<file path="config.mk">
export PLATFORM = sky130hd
export DESIGN_NAME = spfwc_write_ctrl
export DESIGN_NICKNAME = d
export VERILOG_FILES = /design/src/core/spfwc_pkg.sv /design/src/core/spfwc_sync.sv /design/src/core/spfwc_write_ctrl.sv
export SDC_FILE = /design/constraint.sdc
export NUM_CORES = 2
export LEC_CHECK = 0
export BUFFER_PORTS_ARGS = -buffer_cell sky130_fd_sc_hd__buf_2
export CORE_AREA = 2 2 441 443
export DETAILED_ROUTE_END_ITERATION = 16
export DIE_AREA = 0 0 443 445
export PLACE_DENSITY = 0.65
export SYNTH_ARGS = -nofsm -noshare
export SYNTH_HDL_FRONTEND = slang
export SYNTH_HIERARCHICAL = 1
export SYNTH_SLANG_ARGS = --single-unit
</file>
<file path="constraint.sdc">
create_clock -name sys_clk_i -period 11.45 [get_ports sys_clk_i]
set_input_delay 0.5725 -clock sys_clk_i [delete_from_list [all_inputs] [get_ports sys_clk_i]]
set_output_delay 0.5725 -clock sys_clk_i [all_outputs]
set_load 0.005 [all_outputs]
</file>
<file path="src/core/spfwc_pkg.sv">
// shared constants and types of the serial page flash write control
package spfwc_pkg;
  // ----------------------------------------------------------------
  // instruction codes (arbitrary values, not tied to any part)
  // ----------------------------------------------------------------
  localparam logic [7:0] CMD_ENABLE_MODIFY = 8'h11;
  localparam logic [7:0] CMD_DISABLE_MODIFY = 8'h12;
  localparam logic [7:0] CMD_READ_STATUS = 8'h13;
  localparam logic [7:0] CMD_PAGE_REWRITE = 8'h21;
  localparam logic [7:0] CMD_PAGE_PROGRAM = 8'h22;
  localparam logic [7:0] CMD_PAGE_ERASE = 8'h31;
  localparam logic [7:0] CMD_SECTOR_ERASE = 8'h32;
  localparam logic [7:0] CMD_DEEP_SLEEP = 8'h41;
  localparam logic [7:0] CMD_DEEP_RELEASE = 8'h42;
  // ----------------------------------------------------------------
  // array geometry, protection and status layout
  // ----------------------------------------------------------------
  localparam logic [2:0] TOP_SECTOR = 3'h7;
  localparam logic [7:0] LAST_BYTE = 8'hFF;
  localparam logic [2:0] ADDR_BYTES_DONE = 3'h4;
  localparam logic [2:0] SYNC_RST = 3'h2;
  localparam int STAT_WIP_POS = 0;
  localparam int STAT_WEL_POS = 1;
  localparam int STAT_BP_POS = 2;
  // ----------------------------------------------------------------
  // types
  // ----------------------------------------------------------------
  typedef enum logic [1:0] {MOP_READ, MOP_ERASE_PAGE, MOP_ERASE_SECTOR, MOP_PROGRAM} spfwc_mop_t;
  typedef enum logic [1:0] {K_REWRITE, K_PROGRAM, K_ERASE_PAGE, K_ERASE_SECTOR} spfwc_kind_t;
  typedef enum logic [1:0] {CY_IDLE, CY_FILL, CY_ERASE, CY_PROG} spfwc_cyc_t;
  typedef struct packed {
    spfwc_mop_t op;
    logic [23:0] addr;
    logic [7:0] wdata;
  } spfwc_mreq_t;
endpackage

</file>
<file path="src/core/spfwc_sync.sv">
// two-stage synchroniser for pins from outside the system clock domain
module spfwc_sync #(
  parameter int W = 1,
  parameter logic [W-1:0] RST_VAL = '0
) (
  input wire logic clk_i,
  input wire logic rstn_i,
  input wire logic en_i,
  input wire logic [W-1:0] d_i,
  output logic [W-1:0] q_o
);
  logic [W-1:0] meta_ff;
  logic [W-1:0] sync_ff;

  // first stage feeds only the second stage
  always_ff @(posedge clk_i or negedge rstn_i)
  begin
    if (!rstn_i)
    begin
      meta_ff <= RST_VAL;
      sync_ff <= RST_VAL;
    end
    else if (en_i)
    begin
      meta_ff <= d_i;
      sync_ff <= meta_ff;
    end
  end

  assign q_o = sync_ff;
endmodule

</file>
<file path="src/core/spfwc_write_ctrl.sv">
// serial command decode, page buffer and internal write cycle control
// How it works
// freeze pin low holds the block protect size; protected area refuses modify commands.
// older process with top lock pin low makes the top 256 pages read-only.
// top lock pin high adds no protection to the top 256 pages.
// both clock polarities; sample on rising serial clock, drive on falling.
// master parks the serial clock at either idle level; both are handled.
// master selects only one device at a time on a shared bus.
// output is high impedance whenever the device is not selected.
// master sends enable-modify, then opcode, three address bytes and data.
// one sequence loads up to 256 bytes of one page; program only clears bits.
// rewrite is select low, opcode, 24-bit address, data, select high.
// data bytes go to the buffer starting at the low address byte.
// select rise after rewrite merges unloaded bytes, erases, then programs the page.
// page program never erases and never sets bits back to one.
// cycle-in-progress flag is set for the whole internal cycle.
// deselected during a cycle stays active until it ends, then standby.
// deep sleep command enters deep power-down until the release command.
// in deep power-down all commands but release are ignored.
// host holds reset low until supply is good.
// master should send one page's bytes in a single sequence.
// no command accepted after reset until a select falling edge is seen.
// reset low forces the output to high impedance and aborts internal work.
// modify commands execute only when the clock count is a multiple of eight.
// modify latch clears on reset, disable, and completion of each modify command.
// buffer pointer increments per data byte and wraps within the page.
module spfwc_write_ctrl (
  input wire logic sys_clk_i,
  input wire logic rstn_i,
  input wire logic ce_i,
  input wire logic spi_clk_i,
  input wire logic spi_cs_n_i,
  input wire logic spi_mosi_i,
  output logic spi_miso_o,
  output logic spi_miso_oe_o,
  input wire logic freeze_protect_n_i,
  input wire logic top_sector_lock_n_i,
  input wire logic older_process_i,
  input wire logic [2:0] block_protect_bits_i,
  output logic mem_req_valid_o,
  output spfwc_pkg::spfwc_mreq_t mem_req_o,
  input wire logic mem_ack_i,
  input wire logic [7:0] mem_rdata_i,
  output logic cycle_in_progress_flag_o,
  output logic modify_enable_latch_o,
  output logic active_mode_o,
  output logic deep_sleep_o
);
  // ----------------------------------------------------------------
  // pin synchronisation and edge detection
  // ----------------------------------------------------------------
  logic sclk_s, cs_n_s, mosi_s, frz_n_s, tsl_n_s;
  logic sclk_q_ff, cs_q_ff;
  logic sclk_rise, sclk_fall, cs_fall, cs_rise;

  spfwc_sync #(.W(5), .RST_VAL(5'h0A)) u_sync (
    .clk_i(sys_clk_i),
    .rstn_i(rstn_i),
    .en_i(ce_i),
    .d_i({spi_clk_i, spi_cs_n_i, spi_mosi_i, freeze_protect_n_i, top_sector_lock_n_i}),
    .q_o({sclk_s, cs_n_s, mosi_s, frz_n_s, tsl_n_s})
  );

  // edges work from either idle level of the serial clock
  always_ff @(posedge sys_clk_i or negedge rstn_i)
  begin
    if (!rstn_i)
    begin
      sclk_q_ff <= 1'b0;
      cs_q_ff <= 1'b1;
    end
    else if (ce_i)
    begin
      sclk_q_ff <= sclk_s;
      cs_q_ff <= cs_n_s;
    end
  end

  assign sclk_rise = sclk_s & ~sclk_q_ff & ~cs_n_s;
  assign sclk_fall = ~sclk_s & sclk_q_ff & ~cs_n_s;
  assign cs_fall = ~cs_n_s & cs_q_ff;
  assign cs_rise = cs_n_s & ~cs_q_ff;

  // ----------------------------------------------------------------
  // serial command state
  // ----------------------------------------------------------------
  logic [2:0] bit_cnt_ff, nxt_bit_cnt, byte_cnt_ff, nxt_byte_cnt;
  logic [7:0] shift_ff, nxt_shift, opcode_ff, nxt_opcode, ptr_ff, nxt_ptr, out_ff, nxt_out;
  logic [23:0] addr_ff, nxt_addr;
  logic [255:0] loaded_ff, nxt_loaded;
  logic [2:0] bp_ff, nxt_bp;
  logic miso_ff, nxt_miso, armed_ff, nxt_armed, wel_ff, nxt_wel, deep_ff, nxt_deep, seen_ff, nxt_seen;
  logic [7:0] sh_new, status;
  logic busy, start, cyc_done, load_we, is_load_op, prot, modify_ok;
  spfwc_pkg::spfwc_kind_t start_kind;

  assign busy = cycle_in_progress_flag_o;
  assign sh_new = {shift_ff[6:0], mosi_s};
  assign is_load_op = (opcode_ff == spfwc_pkg::CMD_PAGE_REWRITE) | (opcode_ff == spfwc_pkg::CMD_PAGE_PROGRAM);
  assign status = 8'(({bp_ff} << spfwc_pkg::STAT_BP_POS) | ({wel_ff} << spfwc_pkg::STAT_WEL_POS)
                  | ({busy} << spfwc_pkg::STAT_WIP_POS));

  // protected area from the held block protect bits and the top lock pin
  always_comb
  begin
    case (bp_ff)
      3'h0: prot = 1'b0;
      3'h1: prot = addr_ff[18:16] == spfwc_pkg::TOP_SECTOR;
      3'h2: prot = addr_ff[18:17] == 2'h3;
      3'h3: prot = addr_ff[18];
      default: prot = 1'b1;
    endcase
    if (older_process_i && !tsl_n_s && addr_ff[18:16] == spfwc_pkg::TOP_SECTOR)
      prot = 1'b1;
  end

  // an accepted modify command needs the latch, awake, idle, aligned clocks, open area
  assign modify_ok = armed_ff & wel_ff & ~deep_ff & ~busy & (bit_cnt_ff == 3'h0)
                     & (byte_cnt_ff == spfwc_pkg::ADDR_BYTES_DONE) & ~prot;

  always_comb
  begin
    nxt_bit_cnt = bit_cnt_ff;
    nxt_byte_cnt = byte_cnt_ff;
    nxt_shift = shift_ff;
    nxt_opcode = opcode_ff;
    nxt_ptr = ptr_ff;
    nxt_out = out_ff;
    nxt_addr = addr_ff;
    nxt_loaded = loaded_ff;
    nxt_miso = miso_ff;
    nxt_armed = armed_ff;
    nxt_wel = wel_ff;
    nxt_deep = deep_ff;
    nxt_seen = seen_ff;
    nxt_bp = frz_n_s ? block_protect_bits_i : bp_ff;
    load_we = 1'b0;
    start = 1'b0;
    start_kind = spfwc_pkg::K_REWRITE;
    if (cs_fall)
    begin
      nxt_armed = 1'b1;
      nxt_bit_cnt = 3'h0;
      nxt_byte_cnt = 3'h0;
      nxt_out = 8'h00;
      nxt_seen = 1'b0;
      if (!busy)
        nxt_loaded = '0;
    end
    else if (sclk_rise)
    begin
      nxt_shift = sh_new;
      nxt_bit_cnt = bit_cnt_ff + 3'h1;
      if (bit_cnt_ff == 3'h7)
      begin
        if (byte_cnt_ff != spfwc_pkg::ADDR_BYTES_DONE)
          nxt_byte_cnt = byte_cnt_ff + 3'h1;
        if (byte_cnt_ff == 3'h0)
        begin
          nxt_opcode = sh_new;
          if (sh_new == spfwc_pkg::CMD_READ_STATUS && !deep_ff)
            nxt_out = status;
        end
        else if (byte_cnt_ff != spfwc_pkg::ADDR_BYTES_DONE)
        begin
          if (!busy)
            nxt_addr = {addr_ff[15:0], sh_new};
          if (byte_cnt_ff == 3'h3)
            nxt_ptr = sh_new;
        end
        else if (is_load_op && !busy && !deep_ff)
        begin
          load_we = 1'b1;
          nxt_loaded[ptr_ff] = 1'b1;
          nxt_ptr = ptr_ff + 8'h01;
          nxt_seen = 1'b1;
        end
      end
    end
    else if (sclk_fall)
    begin
      nxt_miso = out_ff[7];
      nxt_out = {out_ff[6:0], out_ff[7]};
    end
    if (cs_rise && armed_ff && bit_cnt_ff == 3'h0)
    begin
      case (opcode_ff)
        spfwc_pkg::CMD_ENABLE_MODIFY: nxt_wel = wel_ff | (~deep_ff & ~busy);
        spfwc_pkg::CMD_DISABLE_MODIFY: nxt_wel = wel_ff & deep_ff;
        spfwc_pkg::CMD_DEEP_SLEEP: nxt_deep = deep_ff | ~busy;
        spfwc_pkg::CMD_DEEP_RELEASE: nxt_deep = 1'b0;
        spfwc_pkg::CMD_PAGE_REWRITE:
        begin
          start = modify_ok & seen_ff;
          start_kind = spfwc_pkg::K_REWRITE;
        end
        spfwc_pkg::CMD_PAGE_PROGRAM:
        begin
          start = modify_ok & seen_ff;
          start_kind = spfwc_pkg::K_PROGRAM;
        end
        spfwc_pkg::CMD_PAGE_ERASE:
        begin
          start = modify_ok;
          start_kind = spfwc_pkg::K_ERASE_PAGE;
        end
        spfwc_pkg::CMD_SECTOR_ERASE:
        begin
          start = modify_ok;
          start_kind = spfwc_pkg::K_ERASE_SECTOR;
        end
        default: nxt_wel = wel_ff;
      endcase
    end
    if (cyc_done)
      nxt_wel = 1'b0;
  end

  // reset clears the latch and leaves the device waiting for a select edge
  always_ff @(posedge sys_clk_i or negedge rstn_i)
  begin
    if (!rstn_i)
    begin
      bit_cnt_ff <= 3'h0;
      byte_cnt_ff <= 3'h0;
      shift_ff <= 8'h00;
      opcode_ff <= 8'h00;
      ptr_ff <= 8'h00;
      out_ff <= 8'h00;
      addr_ff <= 24'h000000;
      loaded_ff <= '0;
      miso_ff <= 1'b0;
      armed_ff <= 1'b0;
      wel_ff <= 1'b0;
      deep_ff <= 1'b0;
      seen_ff <= 1'b0;
      bp_ff <= 3'h0;
    end
    else if (ce_i)
    begin
      bit_cnt_ff <= nxt_bit_cnt;
      byte_cnt_ff <= nxt_byte_cnt;
      shift_ff <= nxt_shift;
      opcode_ff <= nxt_opcode;
      ptr_ff <= nxt_ptr;
      out_ff <= nxt_out;
      addr_ff <= nxt_addr;
      loaded_ff <= nxt_loaded;
      miso_ff <= nxt_miso;
      armed_ff <= nxt_armed;
      wel_ff <= nxt_wel;
      deep_ff <= nxt_deep;
      seen_ff <= nxt_seen;
      bp_ff <= nxt_bp;
    end
  end

  // ----------------------------------------------------------------
  // internal cycle: merge, erase, program
  // ----------------------------------------------------------------
  spfwc_pkg::spfwc_cyc_t state_ff, nxt_state;
  spfwc_pkg::spfwc_kind_t kind_ff, nxt_kind;
  logic [7:0] idx_ff, nxt_idx;
  logic [15:0] page_ff, nxt_page;
  logic [7:0] page_buf [256];
  logic fill_we;

  always_comb
  begin
    nxt_state = state_ff;
    nxt_kind = kind_ff;
    nxt_idx = idx_ff;
    nxt_page = page_ff;
    fill_we = 1'b0;
    cyc_done = 1'b0;
    mem_req_valid_o = 1'b0;
    mem_req_o = '{op: spfwc_pkg::MOP_READ, addr: {page_ff, idx_ff}, wdata: page_buf[idx_ff]};
    case (state_ff)
      spfwc_pkg::CY_IDLE:
        if (start)
        begin
          nxt_kind = start_kind;
          nxt_idx = 8'h00;
          nxt_page = addr_ff[23:8];
          nxt_state = (start_kind == spfwc_pkg::K_REWRITE) ? spfwc_pkg::CY_FILL
                    : (start_kind == spfwc_pkg::K_PROGRAM) ? spfwc_pkg::CY_PROG : spfwc_pkg::CY_ERASE;
        end
      spfwc_pkg::CY_FILL:
      begin
        // unloaded bytes come from the page itself
        mem_req_valid_o = ~loaded_ff[idx_ff];
        fill_we = mem_req_valid_o & mem_ack_i;
        if (loaded_ff[idx_ff] || mem_ack_i)
        begin
          nxt_idx = idx_ff + 8'h01;
          if (idx_ff == spfwc_pkg::LAST_BYTE)
            nxt_state = spfwc_pkg::CY_ERASE;
        end
      end
      spfwc_pkg::CY_ERASE:
      begin
        mem_req_valid_o = 1'b1;
        mem_req_o.op = (kind_ff == spfwc_pkg::K_ERASE_SECTOR) ? spfwc_pkg::MOP_ERASE_SECTOR
                     : spfwc_pkg::MOP_ERASE_PAGE;
        if (mem_ack_i)
        begin
          nxt_idx = 8'h00;
          cyc_done = kind_ff != spfwc_pkg::K_REWRITE;
          nxt_state = cyc_done ? spfwc_pkg::CY_IDLE : spfwc_pkg::CY_PROG;
        end
      end
      spfwc_pkg::CY_PROG:
      begin
        // plain program skips unloaded bytes, so no bit is ever raised
        mem_req_valid_o = loaded_ff[idx_ff] | (kind_ff == spfwc_pkg::K_REWRITE);
        mem_req_o.op = spfwc_pkg::MOP_PROGRAM;
        if (!mem_req_valid_o || mem_ack_i)
        begin
          nxt_idx = idx_ff + 8'h01;
          if (idx_ff == spfwc_pkg::LAST_BYTE)
          begin
            cyc_done = 1'b1;
            nxt_state = spfwc_pkg::CY_IDLE;
          end
        end
      end
      default: nxt_state = spfwc_pkg::CY_IDLE;
    endcase
  end

  // reset drops any cycle in progress; the array may be left corrupted
  always_ff @(posedge sys_clk_i or negedge rstn_i)
  begin
    if (!rstn_i)
    begin
      state_ff <= spfwc_pkg::CY_IDLE;
      kind_ff <= spfwc_pkg::K_REWRITE;
      idx_ff <= 8'h00;
      page_ff <= 16'h0000;
    end
    else if (ce_i)
    begin
      state_ff <= nxt_state;
      kind_ff <= nxt_kind;
      idx_ff <= nxt_idx;
      page_ff <= nxt_page;
    end
  end

  // page buffer: serial load and merge fill never overlap
  always_ff @(posedge sys_clk_i)
  begin
    if (ce_i && fill_we)
      page_buf[idx_ff] <= mem_rdata_i;
    else if (ce_i && load_we)
      page_buf[ptr_ff] <= sh_new;
  end

  assign cycle_in_progress_flag_o = state_ff != spfwc_pkg::CY_IDLE;
  assign modify_enable_latch_o = wel_ff;
  assign active_mode_o = ~cs_n_s | busy;
  assign deep_sleep_o = deep_ff;
  assign spi_miso_o = miso_ff;
  assign spi_miso_oe_o = ~cs_n_s;

  // ----------------------------------------------------------------
  // checks
  // ----------------------------------------------------------------
  AST_OE_OFF: assert property (@(posedge sys_clk_i) disable iff (!rstn_i) cs_n_s |-> !spi_miso_oe_o)
    else $error("output driven while deselected");
  AST_WIP_SET: assert property (@(posedge sys_clk_i) disable iff (!rstn_i)
    (ce_i && start) |=> cycle_in_progress_flag_o)
    else $error("busy flag not set after start");
  AST_ALIGN: assert property (@(posedge sys_clk_i) disable iff (!rstn_i) start |-> bit_cnt_ff == 3'h0)
    else $error("cycle started on misaligned clock count");
  AST_NO_PROT: assert property (@(posedge sys_clk_i) disable iff (!rstn_i) start |-> !prot)
    else $error("cycle started in protected area");
  AST_TOP_LOCK: assert property (@(posedge sys_clk_i) disable iff (!rstn_i)
    (older_process_i && !tsl_n_s && addr_ff[18:16] == spfwc_pkg::TOP_SECTOR) |-> !start)
    else $error("top pages modified while locked");
  AST_DEEP: assert property (@(posedge sys_clk_i) disable iff (!rstn_i)
    (ce_i && deep_ff && opcode_ff != spfwc_pkg::CMD_DEEP_RELEASE) |=> deep_ff && !cycle_in_progress_flag_o)
    else $error("command acted in deep power-down");
  AST_WEL_CLR: assert property (@(posedge sys_clk_i) disable iff (!rstn_i)
    (ce_i && cyc_done) |=> !modify_enable_latch_o && !cycle_in_progress_flag_o)
    else $error("modify latch not cleared at completion");
  AST_PTR_WRAP: assert property (@(posedge sys_clk_i) disable iff (!rstn_i)
    (ce_i && load_we && ptr_ff == spfwc_pkg::LAST_BYTE) |=> ptr_ff == 8'h00)
    else $error("buffer pointer failed to wrap");
  AST_ARMED: assert property (@(posedge sys_clk_i) disable iff (!rstn_i) !armed_ff |-> !start)
    else $error("command accepted before select edge");
  AST_ACTIVE: assert property (@(posedge sys_clk_i) disable iff (!rstn_i)
    cycle_in_progress_flag_o |-> active_mode_o)
    else $error("standby during internal cycle");
endmodule

</file>
==> impl_metrics.yaml <==
run_status:
  status: "finished clean"
clocking:
  clkTransAtPathRegs_ns: 0.06
  cts_resized: 0
  cts-htree-levels: 4
  clk_latency_ns: 0.87
  cts_buffers: 232
  cts_root_buf: "clkbuf_16"
  cts_tree: "done"
  cts.sinks: 2413
  ctsLongestPathBuffers: 3
setup_path:
  endpoint_kind: "primary output"
  cp.buffers_inverters: 4
  max_stage_delay_ns: 0.85
  critPathSlowestCell: "buf_4"
  cp_max_fo: 102
  path_cells: "buf_12, buf_4, buf_4, mux4_2, mux4_2, mux4_2, mux4_2, buf_2"
  crit_top_cell: "mux4_2"
  path_delay_family: "buffers and inverters"
  cp.arrival_ns: 6.62
  crit_type: "flop to primary output"
  critPathLaunchType: "flop"
  cp.required_ns: 10.88
synthesis:
  synthFlopType: "edfxtp_1"
  synth_edf_count: 2048
  post_synth_num_cell_types: 63
  ys_ff_latch: 2413
  async_reset_ff_share_pct: 15.1
  ys_warn_count: 6
  syn_area_per_cell_um2: 19.9
  synth_fp_nets: 4848
  synthCells: 4816
  yosysSeqAreaShare_pct: 73.7
  syn-cell-area_um2: 95800
layout:
  n_fill_cell: 14300
  fin_nets: 4958
  area_delta_synth_final_pct: 11.3
  final_layout_size_suffix_gt1_share_pct: 27.1
floorplanning:
  start_util_pct: 49.9
  ios: 62
  coreArea_um2: 192000
  rows: 161
  fp.dieArea_um2: 197000
  die_w_um: 443
  die_h_um: 445
timing:
  period_share_pct: 62.8
  clock_skew_ns: 0.0492
  rsz0062_at_grt: "false"
  final_hold_viol_count: 0
  fmax_mhz: 139
  finalMaxSlewViolations: 0
  tightest_slew_ns: 1.32
  period_minus_slack_ns: 7.19
  setup_viol: 0
  whs_ns: 0.189
  relSlewSlack_pct: 11.8
  finalSetupTns_ns: 0
global_routing:
  grt_use_total_pct: 23.2
  grt_start_max_net_pins: 179
  grt_pass1_wl_um: 335000
  grt_pass1_vias: 48100
  antenna_found_initial: 8
  overflow: 0
drt:
  drc_errors: 0
  drtIter0Drc: 5540
  via_per_inst: 6.25
  ant_nets: 0
  vias: 47800
  routed_wl_um: 227000
  drt_first_pass_iters: 8
  routedWlPerCell_um: 29.7
placement:
  place_congestion: 0.826
  dp_hpwl_um: 132000
  io_buffers: 61
min_path:
  hold_class: "primary input to flop"
power_and_ir_drop:
  p_per_area_nw_per_um2: 164
  ir_worst_vdd_mv: 0.160
  leakagePower_nw: 35.1
flow_run:
  max-cap-violations: 0
==> layer usage <==
layer  global-route usage, %  share of wire [%]
met1                    33.7                 42
met2                    36.6                 48
met3                    3.91                7.3
met4                    6.80                2.7
met5                       0              0.016
==> path summary, 6_finish.rpt <==
path,start,end,slack (ns),depth (start not counted)
worst max-delay path,idx_ff[0],mem_req_o[0],4.26,8
worst min-delay path,mem_ack_i,modify_enable_latch_o,0.19,3
worst max register to register,idx_ff[2],page_buf[88][3],5.19,11
worst min register to register,armed_ff,armed_ff,0.46,1
max in group asynchronous,rstn_i,opcode_ff[7],8.58,4
min in group asynchronous,rstn_i,loaded_ff[0],0.39,2
==> cells by family after synthesis <==
logic type                 count (synthesis)  synth area share [%]
adders and majority gates                 11                 0.144
DFF                                     2413                  73.7
muxes                                    853                  18.7
and+or+nand+nor                          823                  3.50
AOI/OAI and AO/OA                        394                  2.31
buffers and inverters                    321                  1.56
xor gates and xnor gates                   1               0.00914
==> cell type report <==
class	instances	area, um2	share of cell area (%)
Multi-Input combinational cell	2082	24000	22.5
Clock inverter	136	1320	1.24
Tap cell	2526	3160	2.96
Clock buffer	292	6190	5.80
Sequential cell	2413	70700	66.2
Antenna cell	3	7.51	0.00704
Timing Repair Buffer	171	1230	1.15
Inverter	26	105	0.0986
==> worst min-delay path, stage by stage <==
cell and delay [ns]:
buf_2 0.14, a21oi_1 0.14, o31a_1 0.16
==> registers in the layout (all words and copies together), names as in the netlist, 2 cells and up <==
register and cells:
byte_cnt_ff 3, u_sync/q_o 5, opcode_ff 8, page_buf 2048, shift_ff 7, idx_ff 8
bit_cnt_ff 3, addr_ff 24, bp_ff 3, kind_ff 2, out_ff 8, page_ff 16
state_ff 2, loaded_ff 256, u_sync/meta_ff 5, ptr_ff 8
==> placed cells by master, fill, tap and decap left out, drive strengths merged, types with 4 or more instances in the layout <==
cell / netlist / layout
or3: 6 / 6
nor3b: 4 / 4
ha: 11 / 11
nor4: 7 / 7
clkinvlp: 0 / 9
buf: 109 / 162
edfxtp: 2048 / 2048
clkinv: 0 / 103
dfstp: 5 / 5
nand2: 126 / 126
dfrtp: 360 / 360
nand3: 35 / 35
nor3: 22 / 22
inv: 26 / 29
o31ai: 14 / 14
a22o: 5 / 5
dlygate4sd3: 0 / 9
o2bb2ai: 5 / 5
or2: 4 / 4
clkbuf: 186 / 292
o22ai: 6 / 6
mux2i: 20 / 20
mux2: 93 / 93
a31oi: 18 / 18
nor2b: 10 / 10
nand4: 9 / 9
a22oi: 7 / 7
mux4: 740 / 740
a211oi: 5 / 5
o21ai: 30 / 30
a21oi: 281 / 281
nor2: 575 / 575
nand2b: 9 / 9
and2: 7 / 7
bufinv: 0 / 21
==> where the power goes <==
part           leakage [nW]  total [mW]  switching [mW]  internal [mW]
clock network          3.66        7.55            3.27           4.29
logic                  8.05       0.315           0.231         0.0844
registers              23.4        9.66          0.0687           9.59
total                  35.1        17.5            3.57           14.0
==> what timing repair did <==
| action | CTS | global route |
|---|---|---|
| setup buffers | 0 | 0 |
| hold buffers | 9 | 0 |
| hold endpoints to repair | 120 | 0 |
==> cells in the mapped netlist (3+ instances only) <==
master	count	area share [%]
a211oi_1	5	0.039
a21oi_1	281	1.5
a22o_1	5	0.046
a22oi_1	7	0.055
a31oi_1	15	0.098
a31oi_2	3	0.039
and2_1	7	0.046
buf_1	36	0.14
buf_2	13	0.068
buf_4	48	0.38
buf_6	12	0.14
clkbuf_1	186	0.73
dfrtp_1	360	9.4
dfstp_2	5	0.14
edfxtp_1	2048	64
ha_1	11	0.14
inv_1	24	0.094
mux2_2	83	0.98
mux2_4	10	0.16
mux2i_1	20	0.21
mux4_2	740	17
nand2_1	126	0.49
nand2b_1	9	0.059
nand3_1	35	0.18
nand4_1	9	0.059
nand4b_1	3	0.027
nor2_1	574	2.2
nor2b_1	10	0.065
nor3_1	22	0.11
nor3b_1	3	0.024
nor4_1	7	0.046
o21ai_0	26	0.14
o21ai_1	4	0.021
o221ai_1	3	0.027
o22ai_1	6	0.039
o2bb2ai_1	5	0.046
o31ai_1	14	0.11
or2_2	4	0.026
or3_1	6	0.039
==> metrics by stage <==
step	total power [mW]	std cells	util [%]	setup slack [ns]	instance area, um2
after floorplan	10.0	4816	-	6.83	95800
after global placement	10.1	7209	51.6	4.97	99000
after detailed placement	10.2	7209	51.6	4.98	99000
after CTS	17.6	7646	55.5	4.02	107000
after global routing	18.0	7647	55.5	3.81	107000
final	17.5	7649	55.6	4.26	107000
No activity file was read; power rests on OpenSTA's default activity.
